## src/shared/pcc_pkg.sv

```systemverilog
package pcc_pkg;

  // ----------------------------------------------------------------
  // Register addresses
  // ----------------------------------------------------------------
  localparam logic [7:0] PCC_ADDR_PAD_CTRL   = 8'hb5;
  localparam logic [7:0] PCC_ADDR_CLK_IRQ    = 8'hb6;
  localparam logic [7:0] PCC_ADDR_CLKOUT_SET = 8'h8f;

  // ----------------------------------------------------------------
  // port_pad_control fields
  // ----------------------------------------------------------------
  localparam int PCC_CTRL_STROBE     = 7;
  localparam int PCC_CTRL_ROFF       = 6;
  localparam int PCC_CTRL_MATRIX     = 5;
  localparam int PCC_CTRL_DRV2X      = 4;
  localparam int PCC_CTRL_LED_MID    = 3;
  localparam int PCC_CTRL_OTHER_MID  = 2;
  localparam int PCC_CTRL_LED_HI     = 1;
  localparam int PCC_CTRL_LED_LO     = 0;
  localparam logic [7:0] PCC_CTRL_RESET = 8'h0c;

  // ----------------------------------------------------------------
  // port_clock_interrupt_setting fields
  // ----------------------------------------------------------------
  localparam int PCC_SET_B_ANY       = 7;
  localparam int PCC_SET_A_ANY       = 6;
  localparam int PCC_SET_PIN_HI      = 5;
  localparam int PCC_SET_PIN_LO      = 4;
  localparam int PCC_SET_CLKEN       = 3;
  localparam int PCC_SET_REFEN       = 2;
  localparam logic [7:0] PCC_SET_RESET = 8'h00;

  // ----------------------------------------------------------------
  // clock_output_setting fields
  // ----------------------------------------------------------------
  localparam int PCC_CLK_CLEAR       = 7;
  localparam int PCC_CLK_INV         = 6;
  localparam int PCC_CLK_SYM         = 5;
  localparam int PCC_CLK_DIV_HI      = 4;
  localparam int PCC_CLK_DIV_LO      = 0;
  localparam logic [7:0] PCC_CLKSET_RESET = 8'h00;

  // ----------------------------------------------------------------
  // Pad masks, strobe timing and divider width
  // ----------------------------------------------------------------
  localparam logic [7:0] PCC_ROFF_MASK   = 8'h06;
  localparam logic [7:0] PCC_MATRIX_MASK = 8'h0e;
  localparam int PCC_STROBE_CYCLES       = 2;
  localparam int PCC_DIV_WIDTH           = 5;

endpackage : pcc_pkg

```

## src/verilog/pcc_port_clock.sv

```systemverilog
// Operation
// - Strobe 0-1-0 loads pad latches, two clocks
// - Roff readback from pad; pull-ups off GPIO1-2
// - Matrix latched drives GPIO1-3 low, readback
// - Control bit 4 doubles output drive strength
// - Bit 3 GPIO5 threshold, bit 2 others
// - Two-bit field sets LED current level
// - LED on/off follows port data bit 5
// - Edge bit: single polarity edge or any edge
// - Pin select bits make GPIO4/GPIO6 clock outputs
// - Enable gates waveform only, not pin configuration
// - Disable finishes current period, then holds 0 (1 when inverted)
// - Reference enable forces GPIO3 to clock input
// - Output clock from 24 MHz oscillator only
// - Division factors 1 to 31 supported
// - Selectable balanced duty for odd factors
// - Software selects resting level when disabled
// - New factor applied only at period end
// - Inversion at chain end, takes effect immediately
// - Symmetry off: odd halves differ one period
`timescale 1ns/10ps
`default_nettype none

module pcc_port_clock
  import pcc_pkg::*;
(
  input  wire logic       clock,
  input  wire logic       sys_rst,
  input  wire logic [7:0] sfr_addr,
  input  wire logic       sfr_wr,
  input  wire logic       sfr_rd,
  input  wire logic [7:0] sfr_wdata,
  output logic      [7:0] sfr_rdata,
  input  wire logic       osc_rise,
  input  wire logic       osc_fall,
  input  wire logic       port_a_data_led,
  input  wire logic       ext_irq_a_pin,
  input  wire logic       ext_irq_b_pin,
  input  wire logic       ext_irq_a_polarity,
  input  wire logic       ext_irq_b_polarity,
  output logic            ext_irq_a_event,
  output logic            ext_irq_b_event,
  output logic            pad_latch_open,
  output logic            pad_roff,
  output logic            pad_matrix,
  output logic      [7:0] pullup_disable,
  output logic      [7:0] matrix_drive_low,
  output logic            double_drive,
  output logic            led_pin_mid_threshold,
  output logic            other_pins_mid_threshold,
  output logic      [1:0] led_current_level,
  output logic            led_drive_on,
  output logic      [1:0] clkout_pin_select,
  output logic            ref_clock_input,
  output logic            clk_out
);

  // ----------------------------------------------------------------
  // Helpers
  // ----------------------------------------------------------------
  function automatic logic [4:0] high_count(input logic [4:0] div);
    logic [5:0] sum;
    sum = {1'b0, div} + 6'h01;
    high_count = sum[5:1];
  endfunction : high_count

  // ----------------------------------------------------------------
  // Register storage
  // ----------------------------------------------------------------
  logic [7:0] ctrl_ff;
  logic [7:0] set_ff;
  logic [6:0] clkset_ff;
  logic [7:0] rdata_ff;
  logic       clr_pulse_ff;

  wire wr_ctrl   = sfr_wr & (sfr_addr == PCC_ADDR_PAD_CTRL);
  wire wr_set    = sfr_wr & (sfr_addr == PCC_ADDR_CLK_IRQ);
  wire wr_clkset = sfr_wr & (sfr_addr == PCC_ADDR_CLKOUT_SET);

  always_ff @(posedge clock or posedge sys_rst) begin
    if (sys_rst) begin
      ctrl_ff <= PCC_CTRL_RESET;
    end else if (wr_ctrl) begin
      ctrl_ff <= sfr_wdata;
    end
  end

  always_ff @(posedge clock or posedge sys_rst) begin
    if (sys_rst) begin
      set_ff <= PCC_SET_RESET;
    end else if (wr_set) begin
      set_ff <= sfr_wdata;
    end
  end

  always_ff @(posedge clock or posedge sys_rst) begin
    if (sys_rst) begin
      clkset_ff <= PCC_CLKSET_RESET[6:0];
    end else if (wr_clkset) begin
      clkset_ff <= sfr_wdata[6:0];
    end
  end

  // Clear pulse is registered behind the write
  always_ff @(posedge clock or posedge sys_rst) begin
    if (sys_rst) begin
      clr_pulse_ff <= 1'b0;
    end else begin
      clr_pulse_ff <= wr_clkset & sfr_wdata[PCC_CLK_CLEAR];
    end
  end

  // ----------------------------------------------------------------
  // Pad latch transfer
  // ----------------------------------------------------------------
  logic [PCC_STROBE_CYCLES-1:0] open_pipe_ff;
  logic [1:0]                   val_pipe_ff [PCC_STROBE_CYCLES];
  logic                         pad_roff_ff;
  logic                         pad_matrix_ff;

  wire [1:0] strobe_vals = {ctrl_ff[PCC_CTRL_ROFF], ctrl_ff[PCC_CTRL_MATRIX]};

  always_ff @(posedge clock or posedge sys_rst) begin
    if (sys_rst) begin
      open_pipe_ff   <= '0;
      val_pipe_ff[0] <= 2'h0;
      val_pipe_ff[1] <= 2'h0;
    end else begin
      open_pipe_ff   <= {open_pipe_ff[0], ctrl_ff[PCC_CTRL_STROBE]};
      val_pipe_ff[0] <= strobe_vals;
      val_pipe_ff[1] <= val_pipe_ff[0];
    end
  end

  always_ff @(posedge clock or posedge sys_rst) begin
    if (sys_rst) begin
      pad_roff_ff   <= 1'b0;
      pad_matrix_ff <= 1'b0;
    end else if (open_pipe_ff[PCC_STROBE_CYCLES-1]) begin
      pad_roff_ff   <= val_pipe_ff[1][1];
      pad_matrix_ff <= val_pipe_ff[1][0];
    end
  end

  assign pad_latch_open   = open_pipe_ff[PCC_STROBE_CYCLES-1];
  assign pad_roff         = pad_roff_ff;
  assign pad_matrix       = pad_matrix_ff;
  assign pullup_disable   = (pad_roff_ff ? PCC_ROFF_MASK : 8'h00)
                          | (pad_matrix_ff ? PCC_MATRIX_MASK : 8'h00);
  assign matrix_drive_low = pad_matrix_ff ? PCC_MATRIX_MASK : 8'h00;

  // ----------------------------------------------------------------
  // Static pad settings
  // ----------------------------------------------------------------
  assign double_drive             = ctrl_ff[PCC_CTRL_DRV2X];
  assign led_pin_mid_threshold    = ctrl_ff[PCC_CTRL_LED_MID];
  assign other_pins_mid_threshold = ctrl_ff[PCC_CTRL_OTHER_MID];
  assign led_current_level        = ctrl_ff[PCC_CTRL_LED_HI:PCC_CTRL_LED_LO];
  assign led_drive_on             = port_a_data_led & (|led_current_level);
  assign clkout_pin_select        = set_ff[PCC_SET_PIN_HI:PCC_SET_PIN_LO];
  assign ref_clock_input          = set_ff[PCC_SET_REFEN];

  // ----------------------------------------------------------------
  // External interrupt edge detection
  // ----------------------------------------------------------------
  logic [1:0] sync1_ff;
  logic [1:0] sync2_ff;
  logic [1:0] prev_ff;
  logic [1:0] event_ff;

  wire [1:0] rise_edge = sync2_ff & ~prev_ff;
  wire [1:0] fall_edge = ~sync2_ff & prev_ff;
  wire [1:0] any_edge  = {set_ff[PCC_SET_B_ANY], set_ff[PCC_SET_A_ANY]};
  wire [1:0] neg_pol   = {ext_irq_b_polarity, ext_irq_a_polarity};
  wire [1:0] single    = (neg_pol & fall_edge) | (~neg_pol & rise_edge);
  wire [1:0] nxt_event = (any_edge & (rise_edge | fall_edge)) | (~any_edge & single);

  always_ff @(posedge clock or posedge sys_rst) begin
    if (sys_rst) begin
      sync1_ff <= 2'h0;
      sync2_ff <= 2'h0;
      prev_ff  <= 2'h0;
      event_ff <= 2'h0;
    end else begin
      sync1_ff <= {ext_irq_b_pin, ext_irq_a_pin};
      sync2_ff <= sync1_ff;
      prev_ff  <= sync2_ff;
      event_ff <= nxt_event;
    end
  end

  assign ext_irq_a_event = event_ff[0];
  assign ext_irq_b_event = event_ff[1];

  // ----------------------------------------------------------------
  // Clock output generator
  // ----------------------------------------------------------------
  logic       running_ff;
  logic [4:0] cnt_ff;
  logic [4:0] act_div_ff;
  logic       q_rise_ff;
  logic       q_fall_ff;
  logic       phase_ff;
  logic       clk_out_ff;
  logic       nxt_running;
  logic [4:0] nxt_cnt;
  logic [4:0] nxt_div;
  logic       nxt_q_rise;

  wire [4:0] req_div    = clkset_ff[PCC_CLK_DIV_HI:PCC_CLK_DIV_LO];
  wire       gen_enable = set_ff[PCC_SET_CLKEN];
  wire [4:0] last_cnt   = act_div_ff - 5'h01;
  wire       period_end = running_ff & (cnt_ff == last_cnt);

  always_comb begin
    nxt_running = running_ff;
    nxt_cnt     = cnt_ff + 5'h01;
    nxt_div     = act_div_ff;
    if (!running_ff || period_end) begin
      nxt_cnt     = 5'h00;
      nxt_running = gen_enable & (req_div != 5'h00);
      nxt_div     = req_div;
    end
    nxt_q_rise = nxt_running & (nxt_cnt < high_count(nxt_div));
  end

  // Counter steps on oscillator rising ticks only
  always_ff @(posedge clock or posedge sys_rst) begin
    if (sys_rst) begin
      running_ff <= 1'b0;
      cnt_ff     <= 5'h00;
      act_div_ff <= 5'h00;
      q_rise_ff  <= 1'b0;
    end else if (clr_pulse_ff) begin
      running_ff <= 1'b0;
      cnt_ff     <= 5'h00;
      q_rise_ff  <= 1'b0;
    end else if (osc_rise) begin
      running_ff <= nxt_running;
      cnt_ff     <= nxt_cnt;
      act_div_ff <= nxt_div;
      q_rise_ff  <= nxt_q_rise;
    end
  end

  // Half-period delayed copy and oscillator phase
  always_ff @(posedge clock or posedge sys_rst) begin
    if (sys_rst) begin
      q_fall_ff <= 1'b0;
      phase_ff  <= 1'b0;
    end else if (clr_pulse_ff) begin
      q_fall_ff <= 1'b0;
      phase_ff  <= 1'b0;
    end else if (osc_rise) begin
      phase_ff  <= 1'b1;
    end else if (osc_fall) begin
      q_fall_ff <= q_rise_ff;
      phase_ff  <= 1'b0;
    end
  end

  wire div_one   = (act_div_ff == 5'h01);
  wire sym_odd   = clkset_ff[PCC_CLK_SYM] & act_div_ff[0];
  wire gen_raw   = div_one ? (running_ff & phase_ff) :
                   sym_odd ? (q_rise_ff & q_fall_ff) : q_rise_ff;
  wire gen_final = gen_raw ^ clkset_ff[PCC_CLK_INV];

  always_ff @(posedge clock or posedge sys_rst) begin
    if (sys_rst) begin
      clk_out_ff <= 1'b0;
    end else begin
      clk_out_ff <= gen_final;
    end
  end

  assign clk_out = clk_out_ff;

  // ----------------------------------------------------------------
  // Read path
  // ----------------------------------------------------------------
  wire [7:0] rd_ctrl   = {ctrl_ff[PCC_CTRL_STROBE], pad_roff_ff, pad_matrix_ff,
                          ctrl_ff[PCC_CTRL_DRV2X:0]};
  wire [7:0] rd_clkset = {~running_ff, clkset_ff};
  wire [7:0] rd_mux    = (sfr_addr == PCC_ADDR_PAD_CTRL)   ? rd_ctrl   :
                         (sfr_addr == PCC_ADDR_CLK_IRQ)    ? set_ff    :
                         (sfr_addr == PCC_ADDR_CLKOUT_SET) ? rd_clkset : 8'h00;

  always_ff @(posedge clock or posedge sys_rst) begin
    if (sys_rst) begin
      rdata_ff <= 8'h00;
    end else if (sfr_rd) begin
      rdata_ff <= rd_mux;
    end
  end

  assign sfr_rdata = rdata_ff;

endmodule : pcc_port_clock

`default_nettype wire

```

## config.mk

```make
export PLATFORM = sky130hd
export DESIGN_NAME = pcc_port_clock
export DESIGN_NICKNAME = d
export VERILOG_FILES = /design/src/shared/pcc_pkg.sv /design/src/verilog/pcc_port_clock.sv
export SDC_FILE = /design/constraint.sdc
export NUM_CORES = 1
export LEC_CHECK = 0
export BUFFER_PORTS_ARGS = -buffer_cell sky130_fd_sc_hd__buf_2
export CORE_UTILIZATION = 41
export DETAILED_ROUTE_END_ITERATION = 10
export PLACE_DENSITY_LB_ADDON = 0.3
export SYNTH_ARGS = -nofsm -noshare
export SYNTH_HDL_FRONTEND = slang
export SYNTH_SLANG_ARGS = --single-unit
```

## constraint.sdc

```tcl
create_clock -name clock -period 4.1 [get_ports clock]
set_clock_uncertainty 0.05 [all_clocks]
set_input_delay 0.615 -clock clock [delete_from_list [all_inputs] [get_ports clock]]
set_output_delay 0.615 -clock clock [all_outputs]
set_load 0.01 [all_outputs]
```

==> impl_metrics.yaml, run 1 <==
floorplan:
  die_width_um: 91.7
  coreArea_um2: 7770
  dieArea_um2: 8420
  initial_core_util_pct: 42.5
  ioPinCount: 66
  rows: 32
  fp.dieH_um: 91.7
layout:
  drive_gt1_share_pct: 33.7
  stdcell_count: 455
  design_area_um2: 3830
  num-nets-final: 387
  antenna_cells: 0
  areaGrowthSynthToFinish_pct: 16.0
cts:
  cts_made_buffers: 9
  hold_buffers: 0
  htreeDepth: 3
  cts_root_buf: "clkbuf_8"
  cts.path.max_buffers: 2
  cts_resized: 0
  path_clk_slew_ps: 80
  cts_tree: "yes"
  cts_num_sinks: 63
  worstSkewPairLatency_ps: 340
  cts_setup_buffers: 0
timing:
  hold_viol: 0
  fmax_ghz: 0.263
  tightest_slew_ps: 1090
  worst_slew_margin_rel_pct: 26.5
  rsz0062_at_grt: "false"
  drv_slew: 0
  finalSetupViolations: 0
  layout_setup_ws_ps: 302
  fin_crit_ps: 3800
  fin_tns_setup_ps: 0
  timing.final.crit_share_pct: 92.6
power:
  finalPower_w: 0.00208
  power_density_nw_per_um2: 543
  ir_drop_mv: 0.227
  leakage_nw: 1.84
min_path:
  min-delay-path-class: "flip-flop to flip-flop"
  hold_depth: 0
  hold_start: "sync1_ff[0]$_DFF_PP0_"
  holdPathEnd: "sync2_ff[0]$_DFF_PP0_"
setup_path:
  r2r_end: "q_rise_ff$_DFFE_PP0P_"
  path_cells: "inv_1 > ha_1 > nand4bb_1 > a211oi_2 > o311ai_4 > nand2_1 > o21ai_0 > ha_1 > nand3_1 > xnor2_1 > mux2i_1 > ha_1 > a21o_1 > a211o_1 > nor3_1 > nand3_1 > o311ai_0"
  cpPeakStageDelay_ps: 450
  path_class: "flip-flop to flip-flop"
  reg2reg_from: "act_div_ff[0]$_DFFE_PP0P_"
  critPathLaunchType: "flip-flop"
  rrSetupSlack_ps: 300
  critPathMostFrequentCell: "ha_1"
  required_ps: 4280
  endpoint_kind: "flip-flop"
  reg2reg_depth: 17
  cp_max_fo: 10
  critPathArrivalTime_ps: 3980
  cp_slowest_cell: "dfrtp_1"
  crit_start: "act_div_ff[0]$_DFFE_PP0P_"
drt:
  dr.pass1.iters: 4
  drc: 0
  wire_per_inst_um: 15.1
  vias: 2419
  via_per_inst: 5.32
  drt_iter0_markers: 99
  final_antenna_net_count: 0
  finalWirelength_um: 6860
synthesis:
  async_flop_share_pct: 100
  yosysTopAreaCellShare_pct: 46.2
  syn_area_um2: 3300
  ys_top_cells_by_area: "dfrtp_1 (46%), mux2_2 (11%), ha_1 (4.5%), buf_4 (4.3%), xnor2_1 (2.1%)"
  ys_warn_count: 0
  synthCells: 297
  synth_edf_count: 0
  yosysUniqueCellTypes: 54
  yosysMostFrequentCell: "dfrtp_1"
  synth_area_per_cell_um2: 11.1
  yosysTopAreaCell: "dfrtp_1"
  ys_seq_area_share_pct: 47.8
  synthTopCellsByCount: "dfrtp_1 (61), mux2_2 (31), buf_4 (19)"
  synth_flop_cell: "dfrtp_1"
  synth_seq_cells: 63
global_route:
  grt_overflow: 0
  grt_max_degree: 46
  grt_usage_pct: 17.8
  grt_pass1_vias: 2330
  grt_pass1_wl_um: 11600
  antenna_found_initial: 0
placed_design:
  dp_slack_ps: 326
  port_buffers: 55
  placed_area_um2: 3580
  gp_congestion: 0.811
  dpl.hpwl_um: 4980
  placedCellCount: 439
run_status:
  status: "completed"
run:
  maxCapViolations: 0
## report_power, final
part	switching, W	internal [W]	total [W]	leakage [nW]
Sequential	0.000112	0.000698	0.000810	0.819
Combinational	0.000320	0.000277	0.000598	0.898
Clock	0.000258	0.000412	0.000671	0.125
## stage by stage
stage | hold WS (ps) | util, %
global placement | 285 | 46.1
global route | 312 | 49.3
floorplan | 281 | -
detailed placement | 291 | 46.1
CTS | 307 | 49.3
finish | 301 | 49.3
## layout by cell type (no fill, tap or decap), types with 2 or more instances in the layout
master and count:
nor2b_1 3, mux2_2 31, inv_1 11, conb_1 10
o21ai_0 9, buf_2 55, nand2b_1 9, nand4b_1 3
nand2_1 17, xnor2_1 8, nor3_1 7, a22oi_1 8
or2b_1 2, nand3_1 8, nor2_1 17, inv_6 4
buf_4 4, and3_1 3, dfstp_2 2, xor2_1 5
dfrtp_1 61, or4_1 2, a31oi_1 10, a211oi_1 3
a21oi_1 7, bufinv_16 3, clkbuf_8 9, nand4_1 4
ha_1 12
## critical path: cells and delay by family (launching register included)
| family | cells | cell delay (ps) |
|---|---|---|
| AO/OA/AOI/OAI | 6 | 1350 |
| XOR/XNOR | 1 | 120 |
| adder cells (fa/ha/maj) | 3 | 760 |
| buffers and inverters | 1 | 110 |
| flip-flops | 1 | 450 |
| multiplexers | 1 | 90 |
| AND/OR/NAND/NOR | 5 | 750 |
## metal layers
metal | vias up | part of all wire, % | global-route usage [%]
li1 | 1139 | - | -
met1 | 1206 | 46 | 23.1
met3 | 11 | 3.7 | 4.23
met2 | 63 | 49 | 29.1
met5 | - | 0 | 0
met4 | 0 | 1.4 | 5.99
## registers in the layout (all words and copies together), names as in the netlist, 2 cells and up
signal        count
ctrl_ff           8
set_ff            8
sfr_rdata         8
clkset_ff         7
act_div_ff        5
cnt_ff            5
val_pipe_ff       4
event_ff          2
open_pipe_ff      2
prev_ff           2
sync1_ff          2
sync2_ff          2
## layout make-up
type / instances / area (um2)
clock buffer: 9 / 124
clock inverter: 7 / 125
sequential: 63 / 1580
inverter: 12 / 45.0
tap: 102 / 128
multi-input combinational: 203 / 1520
fill: 724 / 3940
timing repair buffer: 59 / 305
## worst max path at each step
| stage | endpoint | cells past startpoint |
|---|---|---|
| floorplan | q_rise_ff$_DFFE_PP0P_ | 18 |
| global placement | q_rise_ff$_DFFE_PP0P_ | 15 |
| detailed placement | q_rise_ff$_DFFE_PP0P_ | 16 |
| CTS | q_rise_ff$_DFFE_PP0P_ | 16 |
| global route | q_rise_ff$_DFFE_PP0P_ | 16 |
| finish | q_rise_ff$_DFFE_PP0P_ | 17 |
## logic make-up (layout without fill, tap and decap cells)
group,Yosys count,count (layout),synth area share [%]
simple gates,86,86,14.3
mux,32,32,10.9
xor+xnor,13,13,3.45
compound gates,50,50,11.8
other cells,1,10,0.114
fa+ha+maj,12,12,4.55
buf+inv,40,87,7.05
flops,63,63,47.8
No activity file was read; power rests on OpenSTA's default activity.
==> inputs of run 2 (changes only) <==
Settings changed: CORE_MARGIN set to 4.
Clock period 4.1 ns to 4.02 ns, I/O delays scaled along.
==> impl_metrics.yaml, run 2 (synthesized netlist as in run 1, its figures left out) <==
cts:
  path_clk_slew_ps: 70
  cts_root_buf: "clkbuf_8"
  htreeDepth: 3
  cts_num_sinks: 63
  cts_tree: "yes"
  cts.path.max_buffers: 2
  worstSkewPairLatency_ps: 340
  cts_made_buffers: 9
timing:
  tightest_slew_ps: 1040
  worst_slew_margin_rel_pct: 30.4
  rsz0062_at_grt: "false"
  hold_viol: 0
  fin_crit_ps: 3730
  timing.final.crit_share_pct: 92.8
  fin_tns_setup_ps: 0
  fmax_ghz: 0.268
  drv_slew: 0
  finalSetupViolations: 0
setup_path:
  cp_top_family: "compound AO/OA/AOI/OAI gates"
  cpPeakStageDelay_ps: 420
  critPathArrivalTime_ps: 3890
  cp_max_fo: 7
  critPathLaunchType: "flip-flop"
  path_class: "flip-flop to flip-flop"
  path_buf_inv: 1
  required_ps: 4180
  path_cells: "inv_1 > ha_1 > xnor2_1 > a211oi_2 > o311a_4 > o21ai_0 > o21ai_0 > ha_2 > nand3_1 > xnor2_1 > mux2i_1 > ha_1 > a21o_1 > a211o_1 > nor3_1 > nand3_1 > o311ai_0"
  cp_slowest_cell: "dfrtp_2"
  endpoint_kind: "flip-flop"
drt:
  vias: 2401
  drc: 0
  wire_per_inst_um: 15.4
  drt_iter0_markers: 137
  final_antenna_net_count: 0
  dr.pass1.iters: 4
  via_per_inst: 5.20
  finalWirelength_um: 7090
placed_design:
  gp_congestion: 0.773
  dpl.hpwl_um: 5160
  port_buffers: 55
  placed_area_um2: 3590
layout:
  design_area_um2: 3810
  antenna_cells: 0
  final_common_cell: "dfrtp_1"
  num-nets-final: 394
  fill_cells: 713
  multi_input_area_um2: 1530
  areaGrowthSynthToFinish_pct: 15.3
  layout_common_cells: "dfrtp_1 (60), buf_2 (55), mux2_2 (31), nand2_1 (17), nor2_1 (17)"
  drive_gt1_share_pct: 35.6
  ff_latch_area_um2: 1580
power:
  power_density_nw_per_um2: 508
  power_frac_seq_pct: 42.5
  pwr-share-clk_pct: 24.5
  sw_frac_of_total_pct: 36.0
  pwr-share-comb_pct: 33.0
  p_sw_w: 0.000697
  internal_power_w: 0.00124
  ir_drop_mv: 0.214
  leakage_nw: 1.83
floorplan:
  ioPinCount: 66
  die_width_um: 97.7
  coreArea_um2: 7770
  fp.dieH_um: 97.7
  rows: 32
  dieArea_um2: 9550
  initial_core_util_pct: 42.5
global_route:
  grt_usage_pct: 15.5
  grt_max_degree: 40
  grt_overflow: 0
  grt_pass1_vias: 2404
  antenna_found_initial: 0
  grt_pass1_wl_um: 11800
run:
  maxCapViolations: 0
min_path:
  min-delay-path-class: "flip-flop to flip-flop"
run_status:
  status: "completed"
[run 2: per-stage QoR]
step	power (W)	std cells	utilization (%)	setup slack [ps]	hold slack, ps
after floorplan	0.00130	306	-	441	281
after global placement	0.00142	440	46.2	407	282
after detailed placement	0.00145	440	46.2	235	285
after CTS	0.00194	456	48.4	176	298
after global routing	0.00207	462	49.0	1.44	298
final	0.00194	462	49.0	290	300
[run 2: final timing paths]
kind | startpoint | endpoint | slack [ps] | depth (start not counted)
max | act_div_ff[0]$_DFFE_PP0P_ | q_rise_ff$_DFFE_PP0P_ | 290 | 17
min | sync1_ff[0]$_DFF_PP0_ | sync2_ff[0]$_DFF_PP0_ | 300 | 0
max reg2reg | act_div_ff[0]$_DFFE_PP0P_ | q_rise_ff$_DFFE_PP0P_ | 290 | 17
min reg2reg | sync1_ff[0]$_DFF_PP0_ | sync2_ff[0]$_DFF_PP0_ | 300 | 0
max in group asynchronous | sys_rst | ctrl_ff[3]$_DFFE_PP1P_ | 2660 | 3
min in group asynchronous | sys_rst | clk_out$_DFF_PP0_ | 370 | 2
[run 2: timing repair]
| item | 4_1_cts | 5_1_grt |
|---|---|---|
| hold buffers | 0 | 0 |
| setup endpoints to repair | 0 | 1 |
| setup buffers | 0 | 6 |
| resized for setup | 0 | 2 |
| endpoints found under the hold margin | 0 | 0 |
[run 2: worst reg2reg max path: stages, from the launching register on]
cell	delay (ps)
dfrtp_2	420
inv_1	70
ha_1	300
xnor2_1	140
a211oi_2	340
o311a_4	280
o21ai_0	70
o21ai_0	100
ha_2	250
nand3_1	100
xnor2_1	140
mux2i_1	180
ha_1	290
a21o_1	160
a211o_1	290
nor3_1	170
nand3_1	100
o311ai_0	150
[run 2: per-layer routing]
layer / vias to the layer above / part of all wire, % / track usage [%]
li1: 1147 / - / -
met1: 1166 / 43 / 19.1
met2: 78 / 47 / 24.2
met3: 10 / 7.6 / 6.43
met4: 0 / 1.8 / 6.07
met5: - / 0 / 0
[run 2: power groups by stage]
stage / clock [W] / sequential [W] / combinational, W
3_3_place_gp: 0 / 0.000827 / 0.000598
3_5_place_dp: 0 / 0.000830 / 0.000618
5_1_grt: 0.000517 / 0.000837 / 0.000715
4_1_cts: 0.000489 / 0.000819 / 0.000628
2_1_floorplan: 0 / 0.000788 / 0.000517
6_report: 0.000475 / 0.000823 / 0.000639
[run 2: area by class of cell]
| class | count | share of cell area (%) |
|---|---|---|
| timing repair buffer | 66 | 9.40 |
| tap | 102 | 3.35 |
| sequential | 63 | 41.5 |
| clock inverter | 7 | 1.25 |
| inverter | 12 | 1.18 |
| multi-input combinational | 203 | 40.1 |
| clock buffer | 9 | 3.25 |
==> inputs of run 3 (changes only) <==
==> constraint.sdc (replaced) <==
create_clock -name clock -period 4.02 [get_ports clock]
set_clock_uncertainty 0.05 [all_clocks]
set_input_delay 0.402 -clock clock [delete_from_list [all_inputs] [get_ports clock]]
set_output_delay 0.402 -clock clock [all_outputs]
set_load 0.01 [all_outputs]
==> impl_metrics.yaml, run 3 (synthesized netlist as in run 1, its figures left out) <==
layout:
  ff_latch_area_um2: 1580
  stdcell_count: 458
  areaGrowthSynthToFinish_pct: 14.4
  multi_input_area_um2: 1520
  layout_common_cells: "dfrtp_1 (61), buf_2 (55), mux2_2 (31), nand2_1 (17), nor2_1 (17)"
  num-nets-final: 390
  fill_cells: 738
  final_util_pct: 48.6
  final_common_cell: "dfrtp_1"
  design_area_um2: 3780
  drive_gt1_share_pct: 34.3
  antenna_cells: 0
floorplan:
  dieArea_um2: 9550
  die_width_um: 97.7
  rows: 32
  fp.dieH_um: 97.7
  coreArea_um2: 7770
  initial_core_util_pct: 42.5
  ioPinCount: 66
placed_design:
  dpl.hpwl_um: 5170
  placed_area_um2: 3570
  placedCellCount: 438
  gp_congestion: 0.766
  port_buffers: 55
global_route:
  grt_usage_pct: 15.3
  grt_max_degree: 34
  grt_pass1_vias: 2355
  grt_overflow: 0
  grt_pass1_wl_um: 11800
  antenna_found_initial: 0
setup_path:
  cp_top_family: "compound AO/OA/AOI/OAI gates"
  path_buf_inv: 2
  path_cells: "inv_1 > ha_1 > xnor2_1 > a211oi_2 > buf_4 > o311ai_4 > nand2_1 > o21ai_0 > ha_1 > nand3_1 > xnor2_1 > mux2i_1 > ha_1 > a21o_1 > a211o_1 > nor3_1 > nand3_1 > o311ai_0"
  critPathMostFrequentCell: "ha_1"
  path_class: "flip-flop to flip-flop"
  cp_max_fo: 7
  required_ps: 4210
  critPathArrivalTime_ps: 3870
  critPathLaunchType: "flip-flop"
  endpoint_kind: "flip-flop"
  cp_slowest_cell: "dfrtp_1"
  cpPeakStageDelay_ps: 450
cts:
  cts_root_buf: "clkbuf_8"
  cts.path.max_buffers: 2
  htreeDepth: 3
  worstSkewPairLatency_ps: 340
  cts_made_buffers: 9
  cts_num_sinks: 63
  hold_buffers: 0
  path_clk_slew_ps: 80
  cts_tree: "yes"
timing:
  tightest_slew_ps: 1010
  fin_tns_setup_ps: 0
  fin_hold_ws_ps: 111
  drv_slew: 0
  timing.final.crit_share_pct: 91.8
  fmax_ghz: 0.271
  worst_slew_margin_rel_pct: 32.2
  hold_viol: 0
  fin_crit_ps: 3690
  rsz0062_at_grt: "false"
  finalSetupViolations: 0
drt:
  final_antenna_net_count: 0
  wire_per_inst_um: 15.7
  finalWirelength_um: 7200
  vias: 2443
  drc: 0
  dr.pass1.iters: 4
  drt_iter0_markers: 144
  via_per_inst: 5.33
power:
  power_density_nw_per_um2: 513
  ir_drop_mv: 0.331
  leakage_nw: 1.82
min_path:
  min-delay-path-class: "primary input to asynchronous set/reset pin"
run_status:
  status: "completed"
run:
  maxCapViolations: 0
run 3: final cells by class:
| type | count | area share (%) |
|---|---|---|
| tap | 102 | 3.38 |
| clock buffer | 9 | 3.28 |
| sequential | 63 | 41.8 |
| timing repair buffer | 62 | 8.68 |
| clock inverter | 7 | 1.29 |
| multi-input combinational | 203 | 40.4 |
| inverter | 12 | 1.19 |
run 3: report_power, final:
group	switching (W)	leakage (nW)	internal, W	total [W]
Sequential	0.000112	0.819	0.000712	0.000824
Combinational	0.000326	0.911	0.000297	0.000623
Clock	0.000266	0.0894	0.000224	0.000491
run 3: timing repair:
| item | CTS | global route |
|---|---|---|
| setup endpoints to repair | 0 | 1 |
| gates resized for setup | 0 | 0 |
| buffers inserted | 0 | 4 |
run 3: per-layer routing:
layer | routed length (um) | vias to the layer above | track usage (%)
met5 | 0 | - | 0
met4 | 91 | 0 | 4.37
met3 | 463 | 7 | 4.64
met2 | 3510 | 77 | 25.0
met1 | 3140 | 1216 | 19.9
li1 | - | 1143 | -
run 3: path summary, 6_finish.rpt:
path                                           start                     end  slack (ps)  cells after the start
setup / recovery           act_div_ff[0]$_DFFE_PP0P_   q_rise_ff$_DFFE_PP0P_         330                     18
hold / removal                               sys_rst    phase_ff$_DFFE_PP0P_         110                      2
setup reg to reg           act_div_ff[0]$_DFFE_PP0P_   q_rise_ff$_DFFE_PP0P_         330                     18
hold reg to reg                sync1_ff[0]$_DFF_PP0_   sync2_ff[0]$_DFF_PP0_         300                      0
max in group asynchronous                    sys_rst  ctrl_ff[3]$_DFFE_PP1P_        2880                      3
min in group clock                     ext_irq_a_pin   sync1_ff[0]$_DFF_PP0_         120                      1
run 3: through the flow:
step	power, W	setup WS [ps]
after CTS	0.00193	299
after floorplan	0.00130	441
final	0.00194	331
after global placement	0.00142	421
after global routing	0.00206	16.4
after detailed placement	0.00144	323
